[config.mk]
export PLATFORM = sky130hd
export DESIGN_NAME = rss_sequencer
export DESIGN_NICKNAME = d
export VERILOG_FILES = /design/src/verilog/rss_pkg.sv /design/src/verilog/rss_tick.sv /design/src/verilog/rss_sequencer.sv
export SDC_FILE = /design/constraint.sdc
export NUM_CORES = 1
export LEC_CHECK = 0
export BUFFER_PORTS_ARGS = -buffer_cell sky130_fd_sc_hd__clkbuf_2
export CAP_MARGIN = 20
export CORE_ASPECT_RATIO = 1.25
export CORE_MARGIN = 2
export CORE_UTILIZATION = 30
export DETAILED_ROUTE_END_ITERATION = 16
export GPL_TIMING_DRIVEN = 0
export HOLD_SLACK_MARGIN = 0.1
export REMOVE_ABC_BUFFERS = 1
export SLEW_MARGIN = 20
export SYNTH_ARGS = -nofsm -noshare
export SYNTH_HDL_FRONTEND = slang
export SYNTH_SLANG_ARGS = --single-unit
[constraint.sdc]
create_clock -name clock -period 4.2 [get_ports clock]
set_input_delay 0.42 -clock clock [delete_from_list [all_inputs] [get_ports clock]]
set_output_delay 0.42 -clock clock [all_outputs]
set_load 0.01 [all_outputs]
[src/verilog/rss_pkg.sv]
// Package for the rail strobe sequencer: register map, field layout,
// reset values, timing counts and sequencer states.
// Assumes a 50 MHz core clock shared by every file that imports it.
package rss_pkg;

  // Register offsets on the device register port
  localparam logic [7:0] RSS_OFS_DELAY_SELECT = 8'h20;
  localparam logic [7:0] RSS_OFS_DELAY_FACTOR = 8'h21;
  localparam logic [7:0] RSS_OFS_STROBE_ASSIGN = 8'h22;

  // Reset values
  localparam logic [7:0] RSS_RST_DELAY_SELECT = 8'h00;
  localparam logic [7:0] RSS_RST_DELAY_FACTOR = 8'h00;
  localparam logic [7:0] RSS_RST_STROBE_ASSIGN = 8'h56;

  // Field positions
  localparam int RSS_POS_STRETCH = 7;
  localparam int RSS_POS_GAP_NINE = 0;
  localparam int RSS_POS_BUCK_TWO_LSB = 4;
  localparam int RSS_POS_BUCK_ONE_LSB = 0;

  // Strobe numbering and sequencer-controlled code range
  localparam logic [3:0] RSS_STROBE_FIRST = 4'h1;
  localparam logic [3:0] RSS_STROBE_LAST = 4'hA;
  localparam logic [3:0] RSS_SLOT_MIN = 4'h3;
  localparam logic [3:0] RSS_SLOT_MAX = 4'hA;

  // Timing: 1 ms tick from the 50 MHz clock, gap lengths in ms
  localparam int RSS_CLK_HZ = 50_000_000;
  localparam int RSS_TICK_US = 1000;
  localparam int RSS_TICK_CYCLES = RSS_CLK_HZ / 1_000_000 * RSS_TICK_US;
  localparam int RSS_GAP_SHORT_MS = 2;
  localparam int RSS_GAP_LONG_MS = 5;
  localparam int RSS_STRETCH_FACTOR = 10;

  typedef enum logic [1:0] {
    RSS_IDLE,
    RSS_UP,
    RSS_DOWN
  } rss_state_type;

endpackage : rss_pkg

[src/verilog/rss_tick.sv]
// Millisecond tick divider for the rail strobe sequencer.
// Assumes the 50 MHz core clock; emits a one-cycle enable every TICK_CYCLES
// clocks, which is 1 ms by default.
`timescale 1ns/10ps
module rss_tick
  import rss_pkg::*;
#(
  parameter int TICK_CYCLES = RSS_TICK_CYCLES
)
(
  input wire logic clock,
  input wire logic rst_n,
  input wire logic run,
  output logic tick
);

  localparam logic [15:0] TICK_LAST = 16'(TICK_CYCLES - 1);

  logic [15:0] count_q;

  // Count only while a sequence runs so each walk starts on a fresh phase
  always_ff @(posedge clock or negedge rst_n) begin
    if (!rst_n) begin
      count_q <= 16'h0000;
      tick <= 1'b0;
    end else if (!run) begin
      count_q <= 16'h0000;
      tick <= 1'b0;
    end else if (count_q == TICK_LAST) begin
      count_q <= 16'h0000;
      tick <= 1'b1;
    end else begin
      count_q <= count_q + 16'h0001;
      tick <= 1'b0;
    end
  end

endmodule : rss_tick

[src/verilog/rss_sequencer.sv]
// Rail strobe sequencer: three sequence registers on the device register
// port, strobe walker with programmable gaps, and the two step-down
// rail enables. Register port writes land only while the device's unlock
// logic holds reg_unlocked high; inputs are assumed synchronous.
// TICK_CYCLES sets the 1 ms tick; it is lowered only to shorten simulation.
`timescale 1ns/10ps
module rss_sequencer
  import rss_pkg::*;
#(
  parameter int TICK_CYCLES = RSS_TICK_CYCLES
)
(
  input wire logic clock,
  input wire logic rst_n,
  input wire logic [7:0] reg_addr,
  input wire logic [7:0] reg_wdata,
  input wire logic reg_write,
  input wire logic reg_read,
  input wire logic reg_unlocked,
  input wire logic power_up_req,
  input wire logic power_down_req,
  output logic [7:0] reg_rdata,
  output logic first_stepdown_rail,
  output logic second_stepdown_rail,
  output logic [3:0] active_strobe,
  output logic seq_busy
);

  // Gap lengths in ms ticks, wide enough for the stretched 50 ms gap
  localparam logic [9:0] GAP_SHORT = 10'(RSS_GAP_SHORT_MS);
  localparam logic [9:0] GAP_LONG = 10'(RSS_GAP_LONG_MS);
  localparam logic [9:0] GAP_MULT = 10'(RSS_STRETCH_FACTOR);

  // Stored register fields
  logic [7:0] delay_select_q;
  logic stretch_q;
  logic gap_nine_q;
  logic [7:0] strobe_assign_q;

  // Walker state and the ms tick that paces it
  rss_state_type state_q;
  logic [3:0] strobe_q;
  logic [9:0] wait_q;
  logic tick;
  logic walk_run;

  // Decoded views of the register fields
  logic [15:0] gap_sel;
  logic [9:0] gap_len;
  logic [3:0] buck_one_slot;
  logic [3:0] buck_two_slot;
  logic wr_ok;

  // Slot code decoding is shared by both rails
  function automatic logic slot_valid(input logic [3:0] code);
    slot_valid = (code >= RSS_SLOT_MIN) && (code <= RSS_SLOT_MAX);
  endfunction : slot_valid

  // A rail fires only at its own strobe, and only for a controlled code
  function automatic logic slot_fires(input logic [3:0] code, input logic [3:0] strobe);
    slot_fires = slot_valid(code) && (strobe == code);
  endfunction : slot_fires

  // Base gap length for one selector bit
  function automatic logic [9:0] gap_base(input logic long_sel);
    gap_base = long_sel ? GAP_LONG : GAP_SHORT;
  endfunction : gap_base

  assign wr_ok = reg_write && reg_unlocked;
  assign buck_one_slot = strobe_assign_q[RSS_POS_BUCK_ONE_LSB +: 4];
  assign buck_two_slot = strobe_assign_q[RSS_POS_BUCK_TWO_LSB +: 4];
  // Upper selector bits are padded so any strobe index stays in range
  assign gap_sel = {7'h00, gap_nine_q, delay_select_q};
  assign walk_run = (state_q != RSS_IDLE);

  // Gap length for the current strobe; in power-down the gap after strobe n
  // counts toward strobe n-1, so the selector below the strobe is used
  always_comb begin
    logic [3:0] idx;
    idx = 4'h0;
    if (state_q == RSS_DOWN) begin
      idx = strobe_q - 4'h2;
    end else begin
      idx = strobe_q - 4'h1;
    end
    gap_len = gap_base(gap_sel[idx]);
    if (state_q == RSS_DOWN && stretch_q) begin
      gap_len = 10'(gap_len * GAP_MULT);
    end
  end

  // Gap selectors for strobes 1 to 8; a locked write never lands
  always_ff @(posedge clock or negedge rst_n) begin
    if (!rst_n) begin
      delay_select_q <= RSS_RST_DELAY_SELECT;
    end else if (wr_ok && reg_addr == RSS_OFS_DELAY_SELECT) begin
      delay_select_q <= reg_wdata;
    end
  end

  // Stretch and ninth gap bits; the six reserved bits are never stored
  always_ff @(posedge clock or negedge rst_n) begin
    if (!rst_n) begin
      stretch_q <= RSS_RST_DELAY_FACTOR[RSS_POS_STRETCH];
      gap_nine_q <= RSS_RST_DELAY_FACTOR[RSS_POS_GAP_NINE];
    end else if (wr_ok && reg_addr == RSS_OFS_DELAY_FACTOR) begin
      stretch_q <= reg_wdata[RSS_POS_STRETCH];
      gap_nine_q <= reg_wdata[RSS_POS_GAP_NINE];
    end
  end

  // Rail slot fields; a code written mid-walk applies from the next strobe match
  always_ff @(posedge clock or negedge rst_n) begin
    if (!rst_n) begin
      strobe_assign_q <= RSS_RST_STROBE_ASSIGN;
    end else if (wr_ok && reg_addr == RSS_OFS_STROBE_ASSIGN) begin
      strobe_assign_q <= reg_wdata;
    end
  end

  // Read data is registered; unmapped offsets and reserved bits read zero
  // A read leaves the registers untouched; only the last read value is held
  always_ff @(posedge clock or negedge rst_n) begin
    if (!rst_n) begin
      reg_rdata <= 8'h00;
    end else if (reg_read) begin
      case (reg_addr)
        RSS_OFS_DELAY_SELECT: reg_rdata <= delay_select_q;
        RSS_OFS_DELAY_FACTOR: reg_rdata <= {stretch_q, 6'h00, gap_nine_q};
        RSS_OFS_STROBE_ASSIGN: reg_rdata <= strobe_assign_q;
        default: reg_rdata <= 8'h00;
      endcase
    end
  end

  // The ms tick runs only during a walk, so every walk starts on the same phase
  rss_tick #(
    .TICK_CYCLES(TICK_CYCLES)
  ) u_tick (
    .clock(clock),
    .rst_n(rst_n),
    .run(walk_run),
    .tick(tick)
  );

  // Strobe walker: a strobe fires on entry, then its gap runs in ms ticks.
  // Requests during a walk are ignored to keep the rail order consistent.
  always_ff @(posedge clock or negedge rst_n) begin
    if (!rst_n) begin
      state_q <= RSS_IDLE;
      strobe_q <= 4'h0;
      wait_q <= 10'h000;
    end else begin
      case (state_q)
        RSS_IDLE: begin
          wait_q <= 10'h000;
          // Up wins when both requests arrive in the same cycle
          if (power_up_req) begin
            state_q <= RSS_UP;
            strobe_q <= RSS_STROBE_FIRST;
          end else if (power_down_req) begin
            state_q <= RSS_DOWN;
            strobe_q <= RSS_STROBE_LAST;
          end
        end
        RSS_UP, RSS_DOWN: begin
          // The last strobe of either direction ends the walk with no gap after it
          if (state_q == RSS_UP && strobe_q == RSS_STROBE_LAST) begin
            state_q <= RSS_IDLE; // No gap follows the last strobe
            strobe_q <= 4'h0;
          end else if (state_q == RSS_DOWN && strobe_q == RSS_STROBE_FIRST) begin
            state_q <= RSS_IDLE;
            strobe_q <= 4'h0;
          end else if (tick) begin
            // Whole ms ticks only; the first tick of a walk lands one clock late
            if (wait_q + 10'h001 >= gap_len) begin
              wait_q <= 10'h000;
              strobe_q <= (state_q == RSS_UP) ? strobe_q + 4'h1 : strobe_q - 4'h1;
            end else begin
              wait_q <= wait_q + 10'h001;
            end
          end
        end
        default: state_q <= RSS_IDLE;
      endcase
    end
  end

  // Rail enables follow strobes; rails with an out-of-range code keep state
  always_ff @(posedge clock or negedge rst_n) begin
    if (!rst_n) begin
      first_stepdown_rail <= 1'b0;
      second_stepdown_rail <= 1'b0;
    end else if (walk_run) begin
      if (slot_fires(buck_one_slot, strobe_q)) begin
        first_stepdown_rail <= (state_q == RSS_UP);
      end
      if (slot_fires(buck_two_slot, strobe_q)) begin
        second_stepdown_rail <= (state_q == RSS_UP);
      end
    end
  end

  // Status outputs registered, so they trail the walker by one clock
  // and stay free of decode glitches
  always_ff @(posedge clock or negedge rst_n) begin
    if (!rst_n) begin
      active_strobe <= 4'h0;
      seq_busy <= 1'b0;
    end else begin
      active_strobe <= strobe_q;
      seq_busy <= walk_run;
    end
  end

endmodule : rss_sequencer

==> results.sh, run 1 <==
export IMPL_cts_sinks=66
export IMPL_rows=44
export IMPL_dp_cells=539
export IMPL_drtIter0Drc=135
export IMPL_synth_area_sq_um=3610
export IMPL_cp_data_required_time_ns=4.45
export IMPL_p_sw_uw=710
export IMPL_yosys_cell_count_top_type="dfrtp_1"
export IMPL_drv_slew=0
export IMPL_synth_edff_count=0
export IMPL_globalRouteMet3Util=0.0287
export IMPL_drc=0
export IMPL_grt_most_used_layer="met2"
export IMPL_numPortBuffers=37
export IMPL_finalCritPeriodShare=0.925
export IMPL_rsz0062_at_grt="false"
export IMPL_grt_pass1_vias=2819
export IMPL_critPathArrivalTime_ns=4.13
export IMPL_p_clk_frac=0.399
export IMPL_max_stage_delay_ns=0.48
export IMPL_grt_util_met2=0.225
export IMPL_routed_wl_mm=7.74
export IMPL_post_synth_top_area_cell="dfrtp_1"
export IMPL_drive_gt1_frac=0.261
export IMPL_pwr_share_seq=0.330
export IMPL_synth_seq_area_share=0.458
export IMPL_design_core_area_sq_um=11700
export IMPL_comb_power_share=0.270
export IMPL_cp_common_cell="ha_1"
export IMPL_root_buffer="clkbuf_16"
export IMPL_dp_hpwl_mm=5.68
export IMPL_cts_tree="yes"
export IMPL_swShare=0.308
export IMPL_hold_viol=0
export IMPL_track_usage=0.130
export IMPL_reg2reg_depth=15
export IMPL_die_h_um=127
export IMPL_worst_pin_slew_ns=0.783
export IMPL_overflow=0
export IMPL_cp_max_fo=8
export IMPL_async_flop_share=1.00
export IMPL_use_met1=0.154
export IMPL_max_cap_violations=0
export IMPL_p_leak_nw=2.08
export IMPL_fin_crit_ns=3.88
export IMPL_viasPerCell=4.91
export IMPL_place_gp_congestion=0.853
export IMPL_synth_ff_type="dfrtp_1"
export IMPL_synthDistinctLibCells=49
export IMPL_cts_max_path_buffers=2
export IMPL_setup_worst_path_class="flip-flop to flip-flop"
export IMPL_p_per_area_nw_per_um2=523
export IMPL_start_kind="flip-flop"
export IMPL_ant_nets=0
export IMPL_fin_worst_skew_ns=0.00619
export IMPL_clock_latency_ns=0.33
export IMPL_setup_violations=0
export IMPL_die_area_sq_um=12900
export IMPL_synth_seq_cells=66
export IMPL_hold_path_class="input pin to flip-flop"
export IMPL_diodes=0
export IMPL_htreeDepth=3
export IMPL_seq_area_sq_um=1660
export IMPL_syn_avg_cell_area_sq_um=10.2
export IMPL_slew_headroom=0.476
export IMPL_final_cells=559
export IMPL_timing_fmax_mhz=257
export IMPL_io_pins=38
export IMPL_regToRegStartpoint="strobe_q[1]"
export IMPL_syn_instance_count=353
export IMPL_cp_cell_sequence="inv_1, ha_1, mux2i_2, mux4_2, mux2i_1, o21ai_0, ha_1, inv_1, ha_1, o21ai_0, a21oi_1, o311ai_2, a31oi_2, o21bai_1, mux2i_1"
export IMPL_synth_top_cells_by_area="dfrtp_1, mux2_2, ha_1"
export IMPL_vias=2746
export IMPL_peakVddDrop_mv=0.301
export IMPL_clkSlewWorstSetupHoldPaths_ns=0.06
export IMPL_p_int_mw=1.59
export IMPL_multiInputGateArea_sq_um=1860
export IMPL_endpoint="strobe_q[1]"
export IMPL_start_util=0.310
export IMPL_synthTopCellsByCount="dfrtp_1, nand2_1, nor2_1"
export IMPL_synth_top_area_frac=0.429
export IMPL_wl_per_cell_um=13.8
export IMPL_outcome="finished, final reports clean"
export IMPL_grt_first_pass_wirelength_mm=13.4
export IMPL_numCtsBuffers=9
export IMPL_die_w_um=102
export IMPL_end_kind="flip-flop"
export IMPL_startpoint="strobe_q[1]"
export IMPL_n_fill_cell=1195
export IMPL_reg2reg_slack_ns=0.32
export IMPL_ys_warn_count=0
export IMPL_areaGrowthSynthToFinish_pct=21.9
export IMPL_reg2reg_to="strobe_q[1]"
export IMPL_finalSetupTns_ns=0
export IMPL_antenna_found_initial=0
export IMPL_holdWs_ns=0.341
export IMPL_dr_pass1_iters=4
export IMPL_slowest_stage="dfrtp_2"
export IMPL_grt_max_degree=50
export IMPL_nets=436
[final cells by class]
| type | instances | share of cell area |
|---|---|---|
| repair buffers | 42 | 0.0562 |
| clock inverters | 7 | 0.0321 |
| clock buffers | 9 | 0.0511 |
| inverters | 20 | 0.0170 |
| well taps | 161 | 0.0457 |
| flip-flops and latches | 66 | 0.376 |
| multi-input cells | 254 | 0.422 |
[power groups by stage]
stage	clock, mW	sequential, mW	combinational [mW]
finish	0.920	0.761	0.623
global route	0.963	0.769	0.707
CTS	0.934	0.767	0.578
detailed placement	0	0.777	0.574
global placement	0	0.776	0.561
floorplan	0	0.766	0.408
[worst min path at each step]
stage | depth (start not counted) | endpoint | startpoint | slack, ns
final | 2 | delay_select_q[3] | reg_wdata[3] | 0.34
after global routing | 2 | strobe_assign_q[4] | reg_wdata[4] | 0.34
after CTS | 2 | delay_select_q[3] | reg_wdata[3] | 0.34
after detailed placement | 1 | reg_rdata[7] | rst_n | 0.36
after global placement | 1 | u_tick.count_q[0] | u_tick.count_q[0] | 0.45
after floorplan | 0 | active_strobe[0] | rst_n | 0.12
[worst max-delay path, delay by kind of cell, from the launching register on]
family                   cells  cell delay, ns
AO/OA/AOI/OAI                6            1.22
adder cells (fa/ha/maj)      3            0.95
buffers and inverters        2            0.20
flip-flops                   1            0.48
multiplexers                 4            0.95
[what timing repair did]
| action | in CTS | in global routing |
|---|---|---|
| endpoints found under the hold margin | 17 | 0 |
| setup buffers | 0 | 3 |
| setup endpoints to repair | 6 | 10 |
| pin swaps | 0 | 2 |
| hold buffers | 1 | 0 |
| gates resized for setup | 1 | 8 |
[logic make-up (layout without fill, tap and decap cells)]
kind of cell             Yosys count  count (layout)  share of synthesized area
AND/OR/NAND/NOR                  119             119                      0.168
adder cells (fa/ha/maj)           20              20                     0.0692
multiplexers                      34              34                      0.110
XOR/XNOR                          24              24                     0.0582
AO/OA/AOI/OAI                     57              57                     0.0993
buffers and inverters             33              78                     0.0367
flip-flops                        66              66                      0.458
[stage by stage]
step                      instance area, sq um  setup WS [ns]   util  total power, mW
after floorplan                           3560          0.411      -             1.17
after global placement                    3940         -0.118  0.338             1.34
after detailed placement                  3970         -0.120  0.340             1.35
after CTS                                 4350        0.00443  0.373             2.28
after global routing                      4410         0.0479  0.378             2.44
final                                     4410          0.316  0.378             2.30
[metal layers]
| metal | wire length, um | vias up |
|---|---|---|
| met3 | 201 | 10 |
| li1 | - | 1327 |
| met2 | 4150 | 41 |
| met1 | 3250 | 1368 |
| met5 | 0 | - |
| met4 | 134 | 0 |
[layout by cell type (no fill, tap or decap), types with 9 or more instances in the layout]
| master | instances |
|---|---|
| and3_1 | 11 |
| dfrtp_1 | 60 |
| a21oi_1 | 13 |
| inv_1 | 20 |
| clkbuf_16 | 9 |
| nand3_1 | 14 |
| nand2_1 | 29 |
| mux2_2 | 27 |
| ha_1 | 19 |
| clkbuf_2 | 36 |
| xor2_1 | 15 |
| o21ai_0 | 16 |
| nor2_1 | 29 |
[registers in the layout, summed over array words and instances (netlist names), 2 cells and up]
signal,flops
u_tick.count_q,16
wait_q,10
delay_select_q,8
reg_rdata,8
strobe_assign_q,8
active_strobe,4
strobe_q,4
state_q,2
Note: power is estimated with default switching activity, not from simulation.
==> run 2, diff against run 1 <==
Settings changed: CTS_BUF_LIST set to sky130_fd_sc_hd__clkbuf_8.
==> results.sh, run 2 (same netlist as run 1, synthesis figures left out) <==
export IMPL_outcome="finished, final reports clean"
export IMPL_drv_slew=0
export IMPL_numPortBuffers=37
export IMPL_grt_pass1_vias=2841
export IMPL_mostFrequentLayoutCell="dfrtp_1"
export IMPL_diodes=0
export IMPL_drtIter0Drc=170
export IMPL_reg_top3="u_tick.count_q (16), wait_q (10)"
export IMPL_reg2reg_slack_ns=0.32
export IMPL_cts_sinks=66
export IMPL_drive_gt1_frac=0.258
export IMPL_post_cts_setup_buffers=0
export IMPL_seq_area_sq_um=1660
export IMPL_fin_crit_ns=3.88
export IMPL_cts_max_path_buffers=2
export IMPL_reg2reg_to="strobe_q[2]"
export IMPL_n_fill_cell=1225
export IMPL_viasPerCell=4.88
export IMPL_worst_pin_slew_ns=0.788
export IMPL_hold_path_class="input pin to flip-flop"
export IMPL_numCtsBuffers=9
export IMPL_dr_pass1_iters=4
export IMPL_final_cells=556
export IMPL_rows=44
export IMPL_clkSlewWorstSetupHoldPaths_ns=0.08
export IMPL_rsz0062_at_grt="true"
export IMPL_areaGrowthSynthToFinish_pct=18.6
export IMPL_routed_wl_mm=7.66
export IMPL_track_usage=0.129
export IMPL_finalCritPeriodShare=0.923
export IMPL_grt_max_degree=50
export IMPL_drc=0
export IMPL_root_buffer="clkbuf_8"
export IMPL_clock_latency_ns=0.35
export IMPL_fin_worst_skew_ns=0.0118
export IMPL_die_h_um=127
export IMPL_dp_hpwl_mm=5.68
export IMPL_p_per_area_nw_per_um2=482
export IMPL_overflow=0
export IMPL_nets=433
export IMPL_holdWs_ns=0.322
export IMPL_grt_first_pass_wirelength_mm=13.2
export IMPL_reg2reg_depth=15
export IMPL_pre_cts_slack_ns=-0.120
export IMPL_cp_common_cell="ha_1"
export IMPL_largest_reg_flops=16
export IMPL_design_area_sq_um=4290
export IMPL_final_util=0.367
export IMPL_setup_worst_path_class="flip-flop to flip-flop"
export IMPL_min_to="strobe_assign_q[3]"
export IMPL_multiInputGateArea_sq_um=1860
export IMPL_die_w_um=102
export IMPL_setup_slack_ns=0.323
export IMPL_slew_headroom=0.472
export IMPL_crit_family="compound AO/OA/AOI/OAI gates"
export IMPL_vias=2714
export IMPL_holdCritStartpoint="reg_wdata[3]"
export IMPL_antenna_found_initial=0
export IMPL_cts_tree="yes"
export IMPL_htreeDepth=3
export IMPL_ant_nets=0
export IMPL_peakVddDrop_mv=0.223
export IMPL_slowest_stage="dfrtp_2"
export IMPL_final_cell_mix="dfrtp_1, clkbuf_2, nand2_1, nor2_1, mux2_2"
export IMPL_placed_area_sq_um=3970
export IMPL_finalSetupTns_ns=0
export IMPL_holdPathStages=2
export IMPL_setup_violations=0
export IMPL_design_core_area_sq_um=11700
export IMPL_start_util=0.310
export IMPL_regToRegStartpoint="strobe_q[0]"
export IMPL_timing_fmax_mhz=258
export IMPL_critPathBufInv=2
export IMPL_hold_viol=0
export IMPL_top_register="u_tick.count_q"
export IMPL_dp_cells=539
export IMPL_max_stage_delay_ns=0.52
export IMPL_cp_data_required_time_ns=4.44
export IMPL_max_cap_violations=0
export IMPL_wl_per_cell_um=13.8
export IMPL_io_pins=38
export IMPL_cp_cell_sequence="inv_1, ha_1, mux2i_2, mux4_2, mux2i_1, o21ai_0, ha_1, inv_1, ha_1, o21ai_0, a21oi_1, o311ai_2, a31oi_2, and3_1, a211o_1"
export IMPL_power_mw=2.07
export IMPL_end_kind="flip-flop"
export IMPL_place_gp_congestion=0.853
export IMPL_cp_max_fo=10
export IMPL_p_leak_nw=2.01
export IMPL_critPathArrivalTime_ns=4.12
export IMPL_die_area_sq_um=12900
export IMPL_start_kind="flip-flop"
## run 2: changes by cell type in the layout (fill, tap and decap cells not counted)
cell       change
clkbuf_8       +9
and3_1         -1
and3_2         +1
clkbuf_16      -9
buf_4          -3
## run 2: worst max-delay path by stage
stage                 from          end  slack (ns)  cells after the start
2_1_floorplan   state_q[0]  strobe_q[2]        0.41                     15
3_3_place_gp    state_q[0]  strobe_q[1]       -0.12                     15
4_1_cts         state_q[0]  strobe_q[2]       0.007                     15
6_report       strobe_q[0]  strobe_q[2]        0.32                     15
5_1_grt        strobe_q[0]  strobe_q[1]       -0.01                     15
3_5_place_dp    state_q[0]  strobe_q[2]       -0.12                     15
## run 2: what timing repair did
action                                  4_1_cts  5_1_grt
endpoints found under the setup margin        5       10
hold buffers                                  1        0
resized for setup                             1        9
pin swaps                                     0        2
cloned                                        0        0
endpoints found under the hold margin        17        0
## run 2: report_power, final
part	switching (mW)	internal, mW	total (mW)
Clock	0.255	0.454	0.710
Sequential	0.0726	0.697	0.769
Combinational	0.347	0.240	0.587
## run 2: cell type report
cell class | count | area share
inverters | 20 | 0.0175
repair buffers | 39 | 0.0526
flip-flops and latches | 66 | 0.387
clock buffers | 9 | 0.0289
well taps | 161 | 0.0470
clock inverters | 7 | 0.0330
multi-input cells | 254 | 0.434
## run 2: per-layer routing
metal	routed length, um	track usage	vias up	part of all wire
met3	215	0.0253	14	0.028
li1	-	-	1317	-
met1	3210	0.152	1351	0.42
met2	4080	0.222	32	0.53
met4	156	0.0596	0	0.020
met5	0	0	-	0
==> run 3, diff against run 2 <==
Settings changed: CORE_ASPECT_RATIO 1.25 to unset.
==> results.sh, run 3 (same netlist as run 1, synthesis figures left out) <==
export IMPL_use_met1=0.174
export IMPL_placed_area_sq_um=3950
export IMPL_clock_latency_ns=0.35
export IMPL_cp_data_required_time_ns=4.44
export IMPL_start_util=0.305
export IMPL_cts_sinks=66
export IMPL_top_register="u_tick.count_q"
export IMPL_numPortBuffers=37
export IMPL_drv_slew=0
export IMPL_max_stage_delay_ns=0.49
export IMPL_drive_gt1_frac=0.256
export IMPL_holdPathStages=2
export IMPL_grt_pass1_vias=2708
export IMPL_ant_nets=0
export IMPL_setup_worst_path_class="flip-flop to flip-flop"
export IMPL_reg2reg_depth=15
export IMPL_cts_max_path_buffers=2
export IMPL_slowest_stage="dfrtp_2"
export IMPL_nets=436
export IMPL_die_w_um=114
export IMPL_drc=0
export IMPL_diodes=0
export IMPL_timing_fmax_mhz=258
export IMPL_setup_violations=0
export IMPL_end_kind="flip-flop"
export IMPL_design_area_sq_um=4230
export IMPL_mostFrequentLayoutCell="dfrtp_1"
export IMPL_p_per_area_nw_per_um2=460
export IMPL_wl_per_cell_um=13.9
export IMPL_multiInputGateArea_sq_um=1870
export IMPL_dp_hpwl_mm=5.55
export IMPL_viasPerCell=4.95
export IMPL_io_pins=38
export IMPL_final_util=0.357
export IMPL_cp_cell_sequence="inv_1, ha_1, mux2i_2, mux4_2, mux2i_1, o21ai_0, ha_1, inv_1, ha_1, o21ai_0, a21oi_1, o311ai_2, a31oi_2, and3_1, a211o_1"
export IMPL_critPathArrivalTime_ns=4.12
export IMPL_globalRouteMet3Util=0.0228
export IMPL_numCtsBuffers=9
export IMPL_dr_pass1_iters=4
export IMPL_hold_path_class="input pin to flip-flop"
export IMPL_power_mw=1.95
export IMPL_grt_most_used_layer="met2"
export IMPL_antenna_found_initial=0
export IMPL_htreeDepth=3
export IMPL_routed_wl_mm=7.56
export IMPL_grt_max_degree=38
export IMPL_rsz0062_at_grt="false"
export IMPL_die_area_sq_um=12900
export IMPL_die_h_um=114
export IMPL_place_gp_congestion=0.803
export IMPL_p_leak_nw=2.01
export IMPL_drtIter0Drc=115
export IMPL_worst_pin_slew_ns=0.826
export IMPL_largest_reg_flops=16
export IMPL_final_cell_mix="dfrtp_1, clkbuf_2, nand2_1, nor2_1, mux2_2"
export IMPL_seq_area_sq_um=1660
export IMPL_reg_top3="u_tick.count_q (16), wait_q (10)"
export IMPL_start_kind="flip-flop"
export IMPL_fin_worst_skew_ns=0.00743
export IMPL_rows=40
export IMPL_peakVddDrop_mv=0.346
export IMPL_cp_common_cell="ha_1"
export IMPL_vias=2697
export IMPL_design_core_area_sq_um=11900
export IMPL_finalSetupTns_ns=0
export IMPL_outcome="finished, final reports clean"
export IMPL_max_cap_violations=0
export IMPL_overflow=0
export IMPL_root_buffer="clkbuf_8"
export IMPL_slew_headroom=0.447
export IMPL_track_usage=0.125
export IMPL_areaGrowthSynthToFinish_pct=17.0
export IMPL_clkSlewWorstSetupHoldPaths_ns=0.07
export IMPL_cp_max_fo=8
export IMPL_finalCritPeriodShare=0.924
export IMPL_grt_util_met2=0.190
export IMPL_fin_crit_ns=3.88
export IMPL_cts_tree="yes"
export IMPL_grt_first_pass_wirelength_mm=12.8
export IMPL_hold_viol=0
export IMPL_n_fill_cell=1154
==> run 3: cell count changes in the layout (fill, tap and decap cells not counted), sizes merged <==
cell,delta
bufinv,-3
buf,+3
clkinvlp,-1
clkinv,-1
inv,+3
clkbuf,+2
==> run 3: power by group <==
group	switching (mW)	leakage (nW)	internal (mW)
clock	0.240	0.113	0.299
combinational	0.384	1.01	0.267
sequential	0.0595	0.888	0.697
==> run 3: final timing paths <==
kind                              startpoint                 end  slack, ns
min in group asynchronous              rst_n        reg_rdata[0]       0.61
max                              strobe_q[1]         strobe_q[2]       0.32
max reg2reg                      strobe_q[1]         strobe_q[2]       0.32
min reg2reg                u_tick.count_q[0]   u_tick.count_q[0]       0.47
max in group asynchronous              rst_n  strobe_assign_q[4]       2.98
min                             reg_wdata[3]  strobe_assign_q[3]       0.31
==> run 3: stage by stage <==
step | hold slack, ns | std cells | setup WS, ns
final | 0.313 | 545 | 0.320
after global routing | 0.324 | 545 | 0.0427
after CTS | 0.306 | 542 | 0.0675
after detailed placement | 0.458 | 525 | -0.221
after global placement | 0.452 | 524 | -0.186
after floorplan | 0.124 | 340 | 0.411
==> run 3: layout make-up <==
class,instances,area share
multi-input combinational,254,0.443
sequential,66,0.392
timing repair buffer,42,0.0568
tap,147,0.0435
clock buffer,11,0.0358
inverter,20,0.0178
clock inverter,5,0.0109
==> run 3: repair_timing <==
item | CTS | global route
resized for setup | 4 | 7
endpoints found under the setup margin | 8 | 10
pin swaps | 0 | 2
hold buffers | 1 | 0
endpoints found under the hold margin | 33 | 0
setup buffers | 0 | 3
==> run 3: critical path: cells and delay by family, from the launching register on <==
| kind | cells | cell delay [ns] |
|---|---|---|
| muxes | 3 | 0.80 |
| and+or+nand+nor | 1 | 0.22 |
| buffers and inverters | 2 | 0.25 |
| AOI/OAI and AO/OA | 6 | 1.14 |
| DFF | 1 | 0.49 |
| adders and majority gates | 3 | 0.89 |
==> run 3: per-layer routing <==
metal,routed length (um),vias to the layer above
li1,-,1332
met1,3820,1324
met2,3390,30
met3,197,11
met4,148,0
met5,0,-
